File: src/pkg/dllg_pkg.sv
// shared constants, register map and carrier types of the delay-locked clock generator
`default_nettype none
package dllg_pkg;
   // width of every cycle counter (period, phase, taps)
   localparam int PW = 16;

   // register byte offsets on the wishbone slave
   localparam logic [7:0] ADR_CTRL = 8'h00;
   localparam logic [7:0] ADR_STATUS = 8'h04;
   localparam logic [7:0] ADR_PERIOD = 8'h08;
   localparam logic [7:0] ADR_TAPS = 8'h0C;

   // control register field positions
   localparam int CTRL_LOOP_RST_BIT = 0;
   localparam int CTRL_DUTY_BIT = 1;
   localparam int CTRL_WAIT_BIT = 2;
   localparam int CTRL_DIV_LSB = 3;
   localparam int CTRL_W = 6;
   // duty correction on, no startup wait, divide by 2
   localparam logic [CTRL_W-1:0] CTRL_RESET = 6'h0A;

   // status register field positions
   localparam int STAT_LOCK_BIT = 0;
   localparam int STAT_DONE_BIT = 1;

   // timing: system clock and the measurement limits
   localparam int CLOCK_PERIOD_NS = 10;
   localparam logic [PW-1:0] PERIOD_MIN = 16'h0004;
   localparam logic [PW-1:0] LOCK_TOL = 16'h0001;
   localparam logic [11:0] LOCK_PERIODS_DEFAULT = 12'h0800;

   // divide ratio selections
   localparam logic [2:0] DIV_1P5 = 3'h0;
   localparam logic [2:0] DIV_2 = 3'h1;
   localparam logic [2:0] DIV_2P5 = 3'h2;
   localparam logic [2:0] DIV_3 = 3'h3;
   localparam logic [2:0] DIV_4 = 3'h4;
   localparam logic [2:0] DIV_5 = 3'h5;
   localparam logic [2:0] DIV_8 = 3'h6;
   localparam logic [2:0] DIV_16 = 3'h7;

   // control fields as seen by the loop
   typedef struct packed {
      logic [2:0] divSel;
      logic startupWait;
      logic dutyCorrect;
      logic loopReset;
   } dllg_ctrl_t;

   // the generated clock set
   typedef struct packed {
      logic phase0;
      logic phase90;
      logic phase180;
      logic phase270;
      logic doubled;
      logic divided;
   } dllg_clocks_t;

   // loop states
   typedef enum logic [2:0] {
      ST_RESET = 3'b001,
      ST_ACQUIRE = 3'b010,
      ST_LOCKED = 3'b100
   } dllg_state_t;

   // quarter periods of the 1x clock per half period of the divided clock
   function automatic logic [5:0] divQuarters(input logic [2:0] sel);
      logic [5:0] q;
      q = 6'h04;
      case (sel)
         DIV_1P5: q = 6'h03;
         DIV_2: q = 6'h04;
         DIV_2P5: q = 6'h05;
         DIV_3: q = 6'h06;
         DIV_4: q = 6'h08;
         DIV_5: q = 6'h0A;
         DIV_8: q = 6'h10;
         DIV_16: q = 6'h20;
         default: q = 6'h04;
      endcase
      return q;
   endfunction
endpackage
`default_nettype wire

File: src/rtl/dllg_sync.sv
// two-flop synchroniser for one pin
`timescale 1ns/1ps
`default_nettype none
module dllg_sync (
   input wire logic clock,
   input wire logic sys_rst,
   input wire logic asyncIn,
   output logic syncOut
);
   logic meta_reg;
   logic meta_next;
   logic sync_reg;
   logic sync_next;

   // first flop feeds only the second
   always_comb begin
      meta_next = asyncIn;
      sync_next = meta_reg;
   end

   always_ff @(posedge clock) begin
      if (sys_rst) begin
         meta_reg <= 1'b0;
         sync_reg <= 1'b0;
      end else begin
         meta_reg <= meta_next;
         sync_reg <= sync_next;
      end
   end

   assign syncOut = sync_reg;
endmodule
`default_nettype wire

File: src/rtl/dllg_clock_gen.sv
// delay-locked clock generator: measures the source clock, aligns to feedback, builds the clock set
//
// Implementation choices: the register addresses and register access over Wishbone.
`timescale 1ns/1ps
`default_nettype none
module dllg_clock_gen #(
   parameter logic [11:0] LOCK_PERIODS = dllg_pkg::LOCK_PERIODS_DEFAULT,
   parameter bit HIGH_FREQ = 1'b0
) (
   input wire logic clock,
   input wire logic sys_rst,
   input wire logic sourceClockIn,
   input wire logic feedbackClockIn,
   input wire logic configReadyIn,
   input wire logic wbCyc,
   input wire logic wbStb,
   input wire logic wbWe,
   input wire logic [7:0] wbAdr,
   input wire logic [3:0] wbSel,
   input wire logic [31:0] wbDatI,
   output logic [31:0] wbDatO,
   output logic wbAck,
   output logic phase0ClockOut,
   output logic phase90ClockOut,
   output logic phase180ClockOut,
   output logic phase270ClockOut,
   output logic doubledClockOut,
   output logic dividedClockOut,
   output logic lockedOut,
   output logic configDoneOut
);
   localparam int PW = dllg_pkg::PW;

   logic srcSync;
   logic fbSync;
   dllg_pkg::dllg_ctrl_t ctrl_reg;
   dllg_pkg::dllg_ctrl_t ctrl_next;
   logic ack_reg;
   logic ack_next;
   logic [31:0] rdat_reg;
   logic [31:0] rdat_next;
   logic srcPrev_reg;
   logic srcPrev_next;
   logic fbPrev_reg;
   logic fbPrev_next;
   logic [PW-1:0] cnt_reg;
   logic [PW-1:0] cnt_next;
   logic [PW-1:0] period_reg;
   logic [PW-1:0] period_next;
   logic [PW-1:0] high_reg;
   logic [PW-1:0] high_next;
   logic [PW-1:0] ph_reg;
   logic [PW-1:0] ph_next;
   logic [PW-1:0] taps_reg;
   logic [PW-1:0] taps_next;
   logic [PW-1:0] meas_reg;
   logic [PW-1:0] meas_next;
   logic measOn_reg;
   logic measOn_next;
   logic aligned_reg;
   logic aligned_next;
   logic [11:0] good_reg;
   logic [11:0] good_next;
   dllg_pkg::dllg_state_t state_reg;
   dllg_pkg::dllg_state_t state_next;
   dllg_pkg::dllg_clocks_t clk_reg;
   dllg_pkg::dllg_clocks_t clk_next;
   logic [5:0] divCnt_reg;
   logic [5:0] divCnt_next;
   logic divRun_reg;
   logic divRun_next;
   logic done_reg;
   logic done_next;
   logic srcRise;
   logic srcFall;
   logic fbRise;
   logic fbNear;
   logic loopRst;
   logic periodOk;
   logic locked;
   logic [PW-1:0] q1;
   logic [PW-1:0] q2;
   logic [PW-1:0] q3;

   // pins cross into the system clock domain
   dllg_sync srcSyncInst (
      .clock(clock),
      .sys_rst(sys_rst),
      .asyncIn(sourceClockIn),
      .syncOut(srcSync)
   );
   dllg_sync fbSyncInst (
      .clock(clock),
      .sys_rst(sys_rst),
      .asyncIn(feedbackClockIn),
      .syncOut(fbSync)
   );

   // edge events and derived quarter points
   assign srcRise = srcSync & ~srcPrev_reg;
   assign srcFall = ~srcSync & srcPrev_reg;
   assign fbRise = fbSync & ~fbPrev_reg;
   assign fbNear = fbRise & ((cnt_reg <= dllg_pkg::LOCK_TOL) | (cnt_reg + dllg_pkg::LOCK_TOL >= period_reg));
   assign loopRst = ctrl_reg.loopReset;
   assign periodOk = (period_reg >= dllg_pkg::PERIOD_MIN);
   assign locked = (state_reg == dllg_pkg::ST_LOCKED);
   assign q1 = period_reg >> 2;
   assign q2 = period_reg >> 1;
   assign q3 = q1 + q2;

   // phase distance behind an offset, modulo the period
   function automatic logic [PW-1:0] lagOf(input logic [PW-1:0] ph, input logic [PW-1:0] off,
                                          input logic [PW-1:0] per);
      logic [PW-1:0] r;
      r = (ph >= off) ? (ph - off) : (ph + per - off);
      return r;
   endfunction

   // wishbone slave: ack one cycle after the request, writes at the edge that ends the ack cycle
   always_comb begin
      ack_next = wbCyc & wbStb & ~ack_reg;
      ctrl_next = ctrl_reg;
      rdat_next = rdat_reg;
      if (wbCyc && wbStb && !ack_reg) begin
         rdat_next = 32'h0000_0000;
         if (wbAdr == dllg_pkg::ADR_CTRL) begin
            rdat_next[dllg_pkg::CTRL_W-1:0] = ctrl_reg;
         end else if (wbAdr == dllg_pkg::ADR_STATUS) begin
            rdat_next[dllg_pkg::STAT_LOCK_BIT] = locked;
            rdat_next[dllg_pkg::STAT_DONE_BIT] = done_reg;
         end else if (wbAdr == dllg_pkg::ADR_PERIOD) begin
            rdat_next[PW-1:0] = period_reg;
         end else if (wbAdr == dllg_pkg::ADR_TAPS) begin
            rdat_next[PW-1:0] = taps_reg;
         end
      end
      if (wbCyc && wbStb && wbWe && ack_reg && wbSel[0] && wbAdr == dllg_pkg::ADR_CTRL) begin
         ctrl_next = wbDatI[dllg_pkg::CTRL_W-1:0];
      end
   end

   always_ff @(posedge clock) begin
      if (sys_rst) begin
         ack_reg <= 1'b0;
         rdat_reg <= 32'h0000_0000;
         ctrl_reg <= dllg_pkg::CTRL_RESET;
      end else begin
         ack_reg <= ack_next;
         rdat_reg <= rdat_next;
         ctrl_reg <= ctrl_next;
      end
   end

   assign wbAck = ack_reg;
   assign wbDatO = rdat_reg;

   // source period and high time measurement
   always_comb begin
      srcPrev_next = srcSync;
      fbPrev_next = fbSync;
      cnt_next = (cnt_reg == {PW{1'b1}}) ? cnt_reg : cnt_reg + 16'h0001;
      period_next = period_reg;
      high_next = high_reg;
      if (srcRise) begin
         period_next = cnt_reg + 16'h0001;
         cnt_next = 16'h0000;
      end
      if (srcFall) begin
         high_next = cnt_reg + 16'h0001;
      end
      if (loopRst) begin
         cnt_next = 16'h0000;
         period_next = 16'h0000;
         high_next = 16'h0000;
      end
   end

   always_ff @(posedge clock) begin
      if (sys_rst) begin
         srcPrev_reg <= 1'b0;
         fbPrev_reg <= 1'b0;
         cnt_reg <= 16'h0000;
         period_reg <= 16'h0000;
         high_reg <= 16'h0000;
      end else begin
         srcPrev_reg <= srcPrev_next;
         fbPrev_reg <= fbPrev_next;
         cnt_reg <= cnt_next;
         period_reg <= period_next;
         high_reg <= high_next;
      end
   end

   // phase tracking, tap measurement and lock decision
   always_comb begin
      ph_next = (ph_reg + 16'h0001 >= period_reg) ? 16'h0000 : ph_reg + 16'h0001;
      taps_next = taps_reg;
      meas_next = meas_reg + 16'h0001;
      measOn_next = measOn_reg;
      aligned_next = aligned_reg;
      good_next = good_reg;
      state_next = state_reg;
      if (srcRise) begin
         ph_next = (taps_reg < period_reg) ? taps_reg : 16'h0000;
      end
      if (periodOk && ph_reg == 16'h0000) begin
         meas_next = 16'h0000;
         measOn_next = 1'b1;
      end else if (fbRise && measOn_reg) begin
         taps_next = (meas_reg < period_reg) ? meas_reg : 16'h0000;
         measOn_next = 1'b0;
      end
      // feedback edge close to the source edge
      if (fbNear) begin
         aligned_next = 1'b1;
      end
      case (state_reg)
         dllg_pkg::ST_RESET: begin
            state_next = dllg_pkg::ST_ACQUIRE;
         end
         dllg_pkg::ST_ACQUIRE: begin
            if (srcRise) begin
               // a feedback edge in this very cycle still counts
               aligned_next = fbNear;
               if (periodOk && aligned_reg && (cnt_reg + 16'h0001 <= period_reg + dllg_pkg::LOCK_TOL)
                   && (cnt_reg + 16'h0001 + dllg_pkg::LOCK_TOL >= period_reg)) begin
                  good_next = good_reg + 12'h001;
               end else begin
                  good_next = 12'h000;
               end
               if (good_reg >= LOCK_PERIODS) begin
                  state_next = dllg_pkg::ST_LOCKED;
               end
            end
         end
         dllg_pkg::ST_LOCKED: begin
            state_next = dllg_pkg::ST_LOCKED;
         end
         default: begin
            state_next = dllg_pkg::ST_RESET;
         end
      endcase
      // taps and lock cleared at once
      if (loopRst) begin
         ph_next = 16'h0000;
         taps_next = 16'h0000;
         measOn_next = 1'b0;
         aligned_next = 1'b0;
         good_next = 12'h000;
         state_next = dllg_pkg::ST_RESET;
      end
   end

   always_ff @(posedge clock) begin
      if (sys_rst) begin
         ph_reg <= 16'h0000;
         taps_reg <= 16'h0000;
         meas_reg <= 16'h0000;
         measOn_reg <= 1'b0;
         aligned_reg <= 1'b0;
         good_reg <= 12'h000;
         state_reg <= dllg_pkg::ST_RESET;
      end else begin
         ph_reg <= ph_next;
         taps_reg <= taps_next;
         meas_reg <= meas_next;
         measOn_reg <= measOn_next;
         aligned_reg <= aligned_next;
         good_reg <= good_next;
         state_reg <= state_next;
      end
   end

   // generated clock waveforms from the phase count
   always_comb begin
      logic [PW-1:0] width;
      logic tick;
      width = ctrl_reg.dutyCorrect ? q2 : high_reg;
      tick = (ph_reg == 16'h0000) || (ph_reg == q1) || (ph_reg == q2) || (ph_reg == q3);
      clk_next = '0;
      divCnt_next = divCnt_reg;
      divRun_next = divRun_reg;
      clk_next.phase0 = ph_reg < width;
      clk_next.phase90 = lagOf(ph_reg, q1, period_reg) < width;
      clk_next.phase180 = lagOf(ph_reg, q2, period_reg) < width;
      clk_next.phase270 = lagOf(ph_reg, q3, period_reg) < width;
      clk_next.doubled = locked ? ((ph_reg < q1) || (ph_reg >= q2 && ph_reg < q3)) : (ph_reg < q1);
      clk_next.divided = clk_reg.divided;
      // toggle every N half periods in quarters
      if (!locked) begin
         clk_next.divided = 1'b0;
         divCnt_next = 6'h00;
         divRun_next = 1'b0;
      end else if (tick) begin
         if (!divRun_reg) begin
            if (ph_reg == 16'h0000) begin
               divRun_next = 1'b1;
               clk_next.divided = 1'b1;
               divCnt_next = 6'h01;
            end
         end else if (divCnt_reg >= dllg_pkg::divQuarters(ctrl_reg.divSel)) begin
            clk_next.divided = ~clk_reg.divided;
            divCnt_next = 6'h01;
         end else begin
            divCnt_next = divCnt_reg + 6'h01;
         end
      end
      if (HIGH_FREQ) begin
         clk_next.phase90 = 1'b0;
         clk_next.phase270 = 1'b0;
         clk_next.doubled = 1'b0;
      end
      if (loopRst || !periodOk) begin
         clk_next = '0;
         divCnt_next = 6'h00;
         divRun_next = 1'b0;
      end
   end

   // done held low while waiting for lock
   always_comb begin
      done_next = configReadyIn & (~ctrl_reg.startupWait | locked);
   end

   always_ff @(posedge clock) begin
      if (sys_rst) begin
         clk_reg <= '0;
         divCnt_reg <= 6'h00;
         divRun_reg <= 1'b0;
         done_reg <= 1'b0;
      end else begin
         clk_reg <= clk_next;
         divCnt_reg <= divCnt_next;
         divRun_reg <= divRun_next;
         done_reg <= done_next;
      end
   end

   // clocks and done registered, locked decoded from the state register
   assign phase0ClockOut = clk_reg.phase0;
   assign phase90ClockOut = clk_reg.phase90;
   assign phase180ClockOut = clk_reg.phase180;
   assign phase270ClockOut = clk_reg.phase270;
   assign doubledClockOut = clk_reg.doubled;
   assign dividedClockOut = clk_reg.divided;
   assign lockedOut = locked;
   assign configDoneOut = done_reg;
endmodule
`default_nettype wire

File: config.mk
export PLATFORM = sky130hd
export DESIGN_NAME = dllg_clock_gen
export DESIGN_NICKNAME = d
export VERILOG_FILES = /design/src/pkg/dllg_pkg.sv /design/src/rtl/dllg_sync.sv /design/src/rtl/dllg_clock_gen.sv
export SDC_FILE = /design/constraint.sdc
export NUM_CORES = 1
export LEC_CHECK = 0
export ABC_AREA = 1
export BUFFER_PORTS_ARGS = -buffer_cell sky130_fd_sc_hd__buf_2
export CAP_MARGIN = 20
export CORE_UTILIZATION = 30
export CTS_BUF_LIST = sky130_fd_sc_hd__clkbuf_2 sky130_fd_sc_hd__clkbuf_4 sky130_fd_sc_hd__clkbuf_8
export CTS_CLUSTER_SIZE = 8
export DETAILED_ROUTE_END_ITERATION = 16
export PLACE_DENSITY_LB_ADDON = 0.1
export SLEW_MARGIN = 0
export SYNTH_ARGS = -nofsm -noshare
export SYNTH_HDL_FRONTEND = slang
export SYNTH_SLANG_ARGS = --single-unit
File: constraint.sdc
create_clock -name clock -period 11.9 [get_ports clock]
set_clock_uncertainty 0.15 [all_clocks]
set_input_delay 2.975 -clock clock [delete_from_list [all_inputs] [get_ports clock]]
set_output_delay 2.975 -clock clock [all_outputs]
set_load 0.02 [all_outputs]
After elaboration in Yosys (flattened, before gate mapping)

Memories as Yosys holds them, arrays and structs flattened. A register that Yosys moved wholly into a read port is not among the register bits.
Index checks and enable logic that the tools add are counted.

Add/sub/neg operators: 15
Order comparisons: 19
Equal/unequal tests: 13
Multiplexer cells: 37
Bitwise gates (word level): 17
Reduce and logical (&&, ||, !) cells: 33

Operators with widths:

| kind                    | number |
|---|---|
| $mux W16                | 10 |
| $lt A16 B16 Y1          | 7 |
| $add A16 B1 Y16 const B | 5 |
| $ge A16 B16 Y1          | 4 |
| $mux W6                 | 7 |
| $sub A16 B14 Y16        | 2 |
| $sub A16 B15 Y16        | 2 |
| $sub A16 B16 Y16        | 2 |
| $add A14 B15 Y16        | 1 |
| $add A16 B16 Y16        | 1 |
| $eq A16 B14 Y1          | 1 |
| $eq A16 B15 Y1          | 1 |
| $eq A16 B16 Y1          | 1 |
| $eq A16 B16 Y1 const B  | 1 |
| $eq A8 B4 Y1 const B    | 2 |
| $ge A16 B14 Y1          | 1 |
| $ge A16 B15 Y1          | 1 |
| $ge A16 B3 Y1 const B   | 1 |
| $le A16 B1 Y1 const B   | 1 |
| $le A16 B16 Y1          | 1 |
| $logic_not A16 Y1       | 1 |
| $lt A16 B14 Y1          | 1 |
| $mux W14                | 1 |
| $add A12 B1 Y12 const B | 1 |
| 27 further kinds        | 78 |

Bits in registers: 156
Memory bits (read-only): 48
Input bits: 52
Output and inout bits: 41
Word-level logic and storage cells: 166
Memories kept: 1

Memories:

| memory          | depth | width | read ports | clocked after memory_dff | wr ports | RTL line       | source |
|---|---|---|---|---|---|---|---|
| (no name shown) | 8     | 6     | 1          | 1                        | 0        | dllg_pkg.sv:71 | `case (sel)` |

Logic depth before layout (Yosys ltp)

Gate-level depths: netlist of run 1.

Depth after elaboration: 9
Gate-level depth with buffers: 35

Hierarchy

Synthesis of run 1 repeated with hierarchy kept, for this count alone.

Cells, all modules: 2470
Area, all modules: 17226.5 µm²

By module, submodules not included:

| module         | times used | cells an instance | area each (µm²) | seq. area each (µm²) |
|---|---|---|---|---|
| dllg_clock_gen | 1          | 2458              | 17116.4         | 3163.0 |
| dllg_sync      | 2          | 6                 | 55.1            | 40.0 |

Worst setup path after synthesis of run 1

OpenSTA, ideal clock, no wires.

Kind: input to register
Start point: in wbAdr[5]
End point: reg (tool-made name)
Arrival: 4699 ps
Data required time: 11638 ps
Setup slack: 6939 ps
Stages: 11
Buffers on the path: 0
Cell sequence: nor4_2 nand3b_1 nor2_2 nand2_1 inv_1 nor2_1 nor3_1 inv_1 ha_1 nand2_1 nand2_1

RTL lines:

| element            | RTL line             | source |
|---|---|---|
| start: declaration | dllg_clock_gen.sv:18 | `input wire logic [7:0] wbAdr,` |

Final worst setup path of run 1

Start point: reg period_reg[2]
End point: reg clk_reg (netlist bit phase270ClockOut)

Word-level cells in the longest chain between the ends: 4

Ends and longest elaborated chain:

| element                                            | RTL line                                     | source |
|---|---|---|
| start: declaration                                 | dllg_clock_gen.sv:48                         | `logic [PW-1:0] period_reg;` |
| start signal: assignment                           | dllg_clock_gen.sv:189                        | `period_reg <= period_next;` |
| $add A16 B16 Y16, or another cell as far along     | dllg_clock_gen.sv:115                        | `r = (ph >= off) ? (ph - off) : (ph + per - off);` |
| $sub A16 B16 Y16, or another cell as far along     | dllg_clock_gen.sv:115                        |  |
| $mux W16 or $logic_or A1 B1 Y1 (tied branches)     | dllg_clock_gen.sv:115, dllg_clock_gen.sv:313 |  |
| $lt A16 B16 Y1 or $reduce_or A2 Y1 (tied branches) | -                                            |  |
| end signal: assignment                             | dllg_clock_gen.sv:332                        | `clk_reg <= clk_next;` |
| end: declaration                                   | dllg_clock_gen.sv:66                         | `dllg_pkg::dllg_clocks_t clk_reg;` |

Several ways; a longest one is shown, not always the timed one.
A chain may end at the register's enable or synchronous reset.

==> metrics.txt, run 1 <==
asr flop ratio synth 0%; Die Y-Extent 241.5 um; first-pass GRT wire length 90.89 mm; Final ANT Viol Nets 0; core area 56500 um^2; Final Hold Viols 0; Reg-to-Reg End phase270ClockOut$_SDFF_PP0_; Site Rows 87; initial antenna violation count 0; final wirelength 59.63 mm; clock-pin slew on the worst setup and hold paths 120 ps; gr ovfl total 0; worst r2r src period_reg[2]$_SDFFE_PP0P_; DRT iter0 DRCs 854; Min-Delay Startpoint fbSyncInst.meta_reg$_SDFF_PP0_; switching pwr 0.4091 mW; required time of the critical path 12240 ps; Yosys reg bits 162; Mapped Cells 2462; Critical Path AT 6510 ps; number of post-CTS setup repair buffers 0; power density over the cells 66.22 nW/um^2; GPL Wtd Cong 0.8789; CTS Hold Bufs 0; Slew HR 27.69%; vias per cell 4.987; total track usage 20.75%; status complete, no violations; Mapped Area 17200 um^2; die width 241.5 um; maximum vdd drop 0.07165 mV; final setup violation count 0; P_leak 9.388 nW; Fmax achieved 162.1 MHz; placed cell count 3258; Crit Path Max Fanout 18; Sink Count 162; kind of critical path flip-flop to flip-flop; mean post-synth cell area 6.988 um^2; area added between synthesis and finish 9.884%; Int Power 0.8428 mW; cts repair resizes 0; max cap viols 0; RSZ-0062 raised after global routing false; Inserted Clock Buffers 17; Worst-Skew Late Latency 540 ps; fill cell count 6070; clk root buf clkbuf_8; Most Frequent Cell on Critical Path a21oi_1; Setup TNS 0 ps; Yosys cell types 66; WHS Endpoint fbSyncInst.syncOut$_SDFF_PP0_; Least-Margin Pin Slew 1083 ps; Comb pwr share 16.9%; Switching Fraction 32.68%; largest net degree at the start of global routing 40; final worst-path cycle share 51.83%; worst min path class flip-flop to flip-flop; Clk pwr share 38.4%; ys flop type dfxtp_1; Synth Warn # 0; Yosys top cell area share 21.89%; Avg WL per Cell 18.11 um; vias in the first global route 15.87k; DR DRC count 0; IO Count 93; worst hold path cell count 2; I/O Buffers 47; startpoint types flip-flop; sequential element share of the synthesized area 18.85%; Pre-antenna DRT Iters 5; Diodes inserted 0; Setup crit end kind flip-flop; via count 16.42k; worst stage delay on the critical path 640 ps; clk buf depth 2; minimum clock period 6167 ps; die area 58310 um^2; FF-to-FF path depth 28; NumNets Final 2885; H-tree depth 4; Reg2Reg Setup Slack 5730 ps; HPWL after detailed placement 47.78 mm; sequential share of power 44.6%; most frequent cells in the layout nand2_1, inv_1, ha_1; ranking of synthesized cells by area ha_1, dfxtp_1, nand2_1; commonest non-fill, non-tap cell in the layout nand2_1; CP max-delay cell dfxtp_1; Final Max Tran Viols 0; fin cells 3293; CTS tree yes; Synth area leader ha_1; share of cells above drive strength 1 7.962%; Post-synth EDFFs 0; Initial Util 30.45%
-- stage by stage --
stage | worst slack, ps | power (mW) | hold WS [ps] | area, um^2 | utilization (%)
final | 5733 | 1.252 | 273.1 | 18900 | 33.46
after global routing | 5058 | 1.319 | 299.4 | 18900 | 33.46
after CTS | 5703 | 1.274 | 275.9 | 18870 | 33.41
after detailed placement | 5717 | 0.7839 | 256.8 | 18430 | 32.61
after global placement | 5806 | 0.7818 | 254.3 | 18410 | 32.59
after floorplan | 6939 | 0.7231 | 238.3 | 17260 | -
-- final cells by class --
| class | instances | area, um^2 | share of cell area, % |
|---|---|---|---|
| Clock buffer | 17 | 234.0 | 1.238 |
| Clock inverter | 15 | 215.2 | 1.138 |
| Inverter | 353 | 1325 | 7.009 |
| Multi-Input combinational cell | 1907 | 12430 | 65.74 |
| Sequential cell | 162 | 3243 | 17.16 |
| Tap cell | 756 | 945.9 | 5.004 |
| Timing Repair Buffer | 83 | 513.0 | 2.714 |
-- cell families after synthesis --
family          after synthesis  synth area share, %
flops                       162                18.85
xor+xnor                    134                7.062
fa+ha+maj                   309                22.82
buf+inv                     408                9.273
mux                          10               0.5818
simple gates                870                22.86
compound gates              568                18.53
other cells                   1              0.02180
-- cells in the mapped netlist, types with 12 or more instances --
master    count
buf_4        16
clkbuf_1     35
nand3_1     121
nand2_2      12
or2_2        13
a211oi_1     15
xor2_1      103
xnor2_1      27
a21oi_1     273
nor3_1       37
nand4_1      36
o21ai_0     140
inv_1       335
ha_1        301
o21ai_1      13
nand2_1     409
o211ai_1     16
inv_2        16
nor2_1      182
dfxtp_1     162
o22ai_1      36
-- routing by layer --
metal	vias to the layer above	global-route usage [%]	wire length (um)
li1	8449	-	-
met4	0	6.540	1436
met2	238	34.67	27480
met5	-	0	0
met3	48	2.450	1626
met1	7688	27.67	29080
-- critical path, delay by kind of cell, from the launching register on --
| kind | cells | cell delay, ps |
|---|---|---|
| AO/OA/AOI/OAI | 8 | 1250 |
| XOR/XNOR | 1 | 410 |
| adder cells (fa/ha/maj) | 3 | 1070 |
| buffers and inverters | 3 | 820 |
| flip-flops | 1 | 640 |
| AND/OR/NAND/NOR | 13 | 1770 |
-- power groups by stage --
stage	clock, mW	combinational, mW	sequential, mW
after detailed placement	0	0.212	0.572
after global placement	0	0.210	0.571
after CTS	0.502	0.213	0.559
after global routing	0.516	0.242	0.561
final	0.481	0.212	0.559
after floorplan	0	0.153	0.570
-- worst max-delay path by stage --
stage                     depth (start not counted)                  startpoint                     endpoint  slack [ps]
after floorplan                                  11                    wbAdr[5]                    flip-flop        6940
after global placement                           31  period_reg[2]$_SDFFE_PP0P_  phase270ClockOut$_SDFF_PP0_        5810
after detailed placement                         27  period_reg[2]$_SDFFE_PP0P_  phase270ClockOut$_SDFF_PP0_        5720
after CTS                                        27  period_reg[2]$_SDFFE_PP0P_  phase270ClockOut$_SDFF_PP0_        5700
after global routing                             28  period_reg[2]$_SDFFE_PP0P_  phase270ClockOut$_SDFF_PP0_        5060
final                                            28  period_reg[2]$_SDFFE_PP0P_  phase270ClockOut$_SDFF_PP0_        5730
Power figures use the tool's default switching activity.
==> run 2, diff against run 1 <==
Clock period 11.9 ns to 6 ns, I/O delays scaled along.
==> metrics.txt, run 2 (synthesized netlist as in run 1, its figures left out) <==
kind of critical path flip-flop to flip-flop; Final ANT Viol Nets 0; DR DRC count 0; Slew HR 21.12%; largest net degree at the start of global routing 39; Final Hold Viols 0; RSZ-0062 raised after global routing false; IO Count 93; die area 58310 um^2; DRT iter0 DRCs 784; Setup TNS 0 ps; max cap viols 0; clk buf depth 2; status complete, no violations; met1 WL 29.67 mm; core area 56500 um^2; clock-pin slew on the worst setup and hold paths 130 ps; Setup crit end kind flip-flop; initial antenna violation count 0; CTS tree yes; Worst-Skew Late Latency 580 ps; setup ws final 483.9 ps; die width 241.5 um; clk root buf clkbuf_8; most frequent cells in the layout nand2_1, inv_1, ha_1; worst r2r src ph_reg[0]$_SDFF_PP0_; I/O Buffers 47; DP Worst Slack 499.3 ps; gr ovfl total 0; routed wl met2 27.86 mm; Diodes inserted 0; maximum vdd drop 0.1512 mV; Critical Path AT 5840 ps; via count 16.61k; area added between synthesis and finish 10.89%; Least-Margin Pin Slew 1171 ps; required time of the critical path 6330 ps; first-pass GRT wire length 93.17 mm; Top Layer Used met4; Pre-antenna DRT Iters 5; total track usage 21.39%; vias per cell 5.007; worst stage delay on the critical path 390 ps; Site Rows 87; Final Max Tran Viols 0; Sink Count 162; Avg WL per Cell 18.45 um; share of cells above drive strength 1 8.864%; fill cell count 6070; placed cell count 3282; Most Frequent Cell on Critical Path nand2_1; vias in the first global route 16.18k; NumNets Final 2909; metal3 WL 1.861 mm; commonest non-fill, non-tap cell in the layout nand2_1; CP max-delay cell dfxtp_1; HPWL after detailed placement 49.19 mm; number of post-CTS setup repair buffers 0; Critical Path Source ph_reg[0]$_SDFF_PP0_; startpoint types flip-flop; Fmax achieved 181.3 MHz; Initial Util 30.45%; minimum clock period 5516 ps; CTS Hold Bufs 0; Min-Delay Startpoint fbSyncInst.meta_reg$_SDFF_PP0_; Inserted Clock Buffers 17; hold_ws 261.5 ps; power density over the cells 128.2 nW/um^2; final setup violation count 0; final worst-path cycle share 91.93%; fin cells 3317; Crit Path Max Fanout 5; P_leak 9.494 nW; H-tree depth 4; GPL Wtd Cong 0.8874; worst min path class flip-flop to flip-flop; final wirelength 61.20 mm; Die Y-Extent 241.5 um
-- run 2: changes by cell type in the layout (fill, tap and decap cells not counted), sizes merged --
| cell | before | now |
|---|---|---|
| clkinv | 5 | 10 |
| clkbuf | 17 | 18 |
| bufinv | 3 | 0 |
| buf | 83 | 106 |
| clkinvlp | 1 | 0 |
| inv | 359 | 358 |
-- run 2: worst max-delay path: cells and delay by family, from the launching register on --
kind,cells,cell delay (ps)
buf+inv,4,480
fa+ha+maj,4,1160
compound gates,11,2070
xor+xnor,1,140
simple gates,12,990
flops,1,390
-- run 2: what timing repair did --
| action | CTS | global route |
|---|---|---|
| endpoints found under the setup margin | 0 | 1 |
| gates resized for setup | 0 | 1 |
| hold endpoints to repair | 0 | 0 |
-- run 2: area by class of cell --
cell class                      instances  area, um^2  area share, %
Clock buffer                           17       234.0          1.226
Clock inverter                         15       201.4          1.056
Inverter                              353        1325          6.946
Multi-Input combinational cell       1907       12430          65.15
Sequential cell                       162        3244          17.01
Tap cell                              756       945.9          4.958
Timing Repair Buffer                  107       698.2          3.660
-- run 2: layer usage --
layer,vias to the layer above,GRT usage (%)
li1,8506,-
met1,7768,28.54
met2,274,35.28
met3,61,2.769
met4,0,7.346
met5,-,0
-- run 2: metrics by stage --
step | total power, mW | util, % | instance area [um^2]
after floorplan | 1.434 | - | 17260
after detailed placement | 1.567 | 32.94 | 18610
final | 2.445 | 33.77 | 19080
after CTS | 2.481 | 33.71 | 19050
after global routing | 2.574 | 33.77 | 19080
after global placement | 1.560 | 32.89 | 18580
-- run 2: path summary, 6_finish.rpt --
kind / to / slack [ps] / cells past startpoint
setup / recovery: phase90ClockOut$_SDFF_PP0_ / 480 / 32
hold / removal: fbSyncInst.syncOut$_SDFF_PP0_ / 260 / 2
setup reg to reg: phase90ClockOut$_SDFF_PP0_ / 480 / 32
hold reg to reg: fbSyncInst.syncOut$_SDFF_PP0_ / 260 / 2
-- run 2: power breakdown --
part	internal, mW	switching, mW
Combinational	0.153	0.281
Clock	0.327	0.577
Sequential	1.09	0.0151
==> run 3, diff against run 2 <==
--- a/config.mk
+++ b/config.mk
@@ -6,5 +6,4 @@
 export NUM_CORES = 1
 export LEC_CHECK = 0
-export ABC_AREA = 1
 export BUFFER_PORTS_ARGS = -buffer_cell sky130_fd_sc_hd__buf_2
 export CAP_MARGIN = 20
--- a/constraint.sdc
+++ b/constraint.sdc
@@ -3,3 +3,3 @@
 set_input_delay 1.5 -clock clock [delete_from_list [all_inputs] [get_ports clock]]
 set_output_delay 1.5 -clock clock [all_outputs]
-set_load 0.02 [all_outputs]
+set_load 0.1 [all_outputs]
==> metrics.txt, run 3 <==
status complete, no violations; Fmax achieved 178.1 MHz; P_leak 8.325 nW; startpoint types flip-flop; final worst-path cycle share 93.57%; HPWL after detailed placement 48.90 mm; largest net degree at the start of global routing 53; commonest non-fill, non-tap cell in the layout ha_1; ys flop type dfxtp_1; clk root buf clkbuf_8; Critical Path Source period_reg[2]$_SDFFE_PP0P_; mean post-synth cell area 8.132 um^2; final instance area 18830 um^2; area added between synthesis and finish 13.23%; minimum clock period 5614 ps; FF-to-FF path depth 26; Diodes inserted 0; clk buf depth 2; Reg-to-Reg End phase270ClockOut$_SDFF_PP0_; NumNets Final 2531; CTS Hold Bufs 0; ranking of synthesized cells by area ha_1, dfxtp_1, xnor2_1; Switching Fraction 44.59%; total track usage 21.57%; Yosys cell types 78; die width 237.5 um; Synth area leader ha_1; Crit Path Max Fanout 3; worst min path class flip-flop to flip-flop; Synth Warn # 0; Least-Margin Pin Slew 1235 ps; die area 56380 um^2; gr ovfl total 0; Initial Util 30.60%; Int Power 2.283 mW; Final Hold Viols 0; Avg WL per Cell 20.69 um; Yosys top cell area share 22.65%; sequential element share of the synthesized area 19.50%; H-tree depth 4; IO Count 93; via count 15.26k; first-pass GRT wire length 90.84 mm; kind of critical path flip-flop to flip-flop; vias in the first global route 14.92k; Final ANT Viol Nets 0; Site Rows 85; final setup violation count 0; Sink Count 162; Critical Path Sink phase270ClockOut$_SDFF_PP0_; Yosys reg bits 162; hold_ws 296.1 ps; Reg2Reg Setup Slack 390 ps; power density over the cells 218.8 nW/um^2; Mapped Area 16630 um^2; Inserted Clock Buffers 17; Post-synth EDFFs 0; Placed Area 18340 um^2; commonest cells in the netlist ha_1, nor2_1, dfxtp_1; Comb pwr share 51.1%; I/O Buffers 47; maximum vdd drop 0.1377 mV; max cap viols 0; Setup crit end kind flip-flop; most frequent cells in the layout ha_1, nor2_1, dfxtp_1; Worst-Skew Late Latency 570 ps; required time of the critical path 6370 ps; clock-pin slew on the worst setup and hold paths 130 ps; core area 54350 um^2; DRT iter0 DRCs 1053; most frequent cell after synthesis ha_1; Mapped Cells 2045; switching pwr 1.837 mW; share of cells above drive strength 1 10.77%; Clk pwr share 21.2%; CTS tree yes; Final Max Tran Viols 0; final wirelength 60.46 mm; GPL Wtd Cong 0.8985; Pre-antenna DRT Iters 7; asr flop ratio synth 0%; Slew HR 15.31%; vias per cell 5.223; worst r2r src period_reg[2]$_SDFFE_PP0P_; initial antenna violation count 3; Die Y-Extent 237.5 um; DR DRC count 0; sequential share of power 27.7%; Critical Path AT 5980 ps
[run 3: final cells by class]
cell class / instances / area (um^2)
Tap cell: 739 / 924.6
Multi-Input combinational cell: 1730 / 12820
Clock inverter: 15 / 155.1
Inverter: 100 / 375.4
Timing Repair Buffer: 159 / 1074
Fill cell: 5732 / 35510
Sequential cell: 162 / 3253
Clock buffer: 17 / 234.0
[run 3: how the worst min path moves through the flow]
stage	startpoint	endpoint	slack (ps)	cells past startpoint
after floorplan	fbSyncInst.meta_reg$_SDFF_PP0_	fbSyncInst.syncOut$_SDFF_PP0_	260	1
after global placement	srcSyncInst.meta_reg$_SDFF_PP0_	srcSyncInst.syncOut$_SDFF_PP0_	270	1
after detailed placement	srcSyncInst.meta_reg$_SDFF_PP0_	srcSyncInst.syncOut$_SDFF_PP0_	280	1
after CTS	srcSyncInst.meta_reg$_SDFF_PP0_	srcSyncInst.syncOut$_SDFF_PP0_	300	1
after global routing	srcSyncInst.meta_reg$_SDFF_PP0_	srcSyncInst.syncOut$_SDFF_PP0_	320	1
final	srcSyncInst.meta_reg$_SDFF_PP0_	srcSyncInst.syncOut$_SDFF_PP0_	300	1
[run 3: stage by stage]
stage	utilization [%]	setup slack (ps)	cells	power [mW]	setup TNS [ps]
after floorplan	-	310.3	2060	2.655	0
after global placement	33.72	70.04	2885	3.230	0
after detailed placement	33.75	63.39	2887	3.256	0
after CTS	34.47	39.75	2919	4.147	0
after global routing	34.65	-27.39	2922	4.443	-27.39
final	34.65	385.9	2922	4.120	0
[run 3: power groups by stage]
stage | Clock [mW] | Sequential, mW | Combinational [mW]
after floorplan | 0 | 1.21 | 1.45
after global placement | 0 | 1.17 | 2.06
after detailed placement | 0 | 1.17 | 2.09
after CTS | 0.903 | 1.14 | 2.10
after global routing | 0.945 | 1.15 | 2.35
final | 0.872 | 1.14 | 2.11
[run 3: logic make-up (layout without fill, tap and decap cells)]
group	after synthesis	after routing	synth area share (%)
buf+inv	168	291	4.236
fa+ha+maj	310	310	23.67
mux	42	42	2.693
simple gates	641	641	18.89
flops	162	162	19.50
other cells	1	16	0.02255
xor+xnor	172	172	9.058
compound gates	549	549	21.93
[run 3: routing by layer]
| metal | wire length, um | global-route usage [%] | up-vias |
|---|---|---|---|
| met2 | 27840 | 35.80 | 279 |
| met1 | 28900 | 28.69 | 7234 |
| met3 | 1944 | 2.717 | 58 |
| li1 | - | - | 7690 |
| met4 | 1761 | 7.351 | 2 |
| met5 | 13 | 0 | - |
[run 3: critical path, cell delays in order, from the launching register on]
cell	delay, ps
dfxtp_2	360
ha_1	170
inv_1	60
fa_2	350
buf_4	140
xor2_1	310
ha_1	310
nor2b_1	150
o31a_1	270
o311a_1	320
o31a_1	280
o31a_2	310
o31ai_1	250
a211o_1	180
and3_4	210
mux2i_2	210
xnor2_1	110
ha_1	330
a21o_1	160
a21oi_1	140
nor2b_1	60
o21ai_1	120
nand2b_1	70
a21oi_1	140
nor2b_1	60
o21ai_1	170
o2111a_1	200
[run 3: what timing repair did]
action	in CTS	in global routing
setup buffers	0	0
gates resized for setup	0	26
endpoints found under the setup margin	0	3
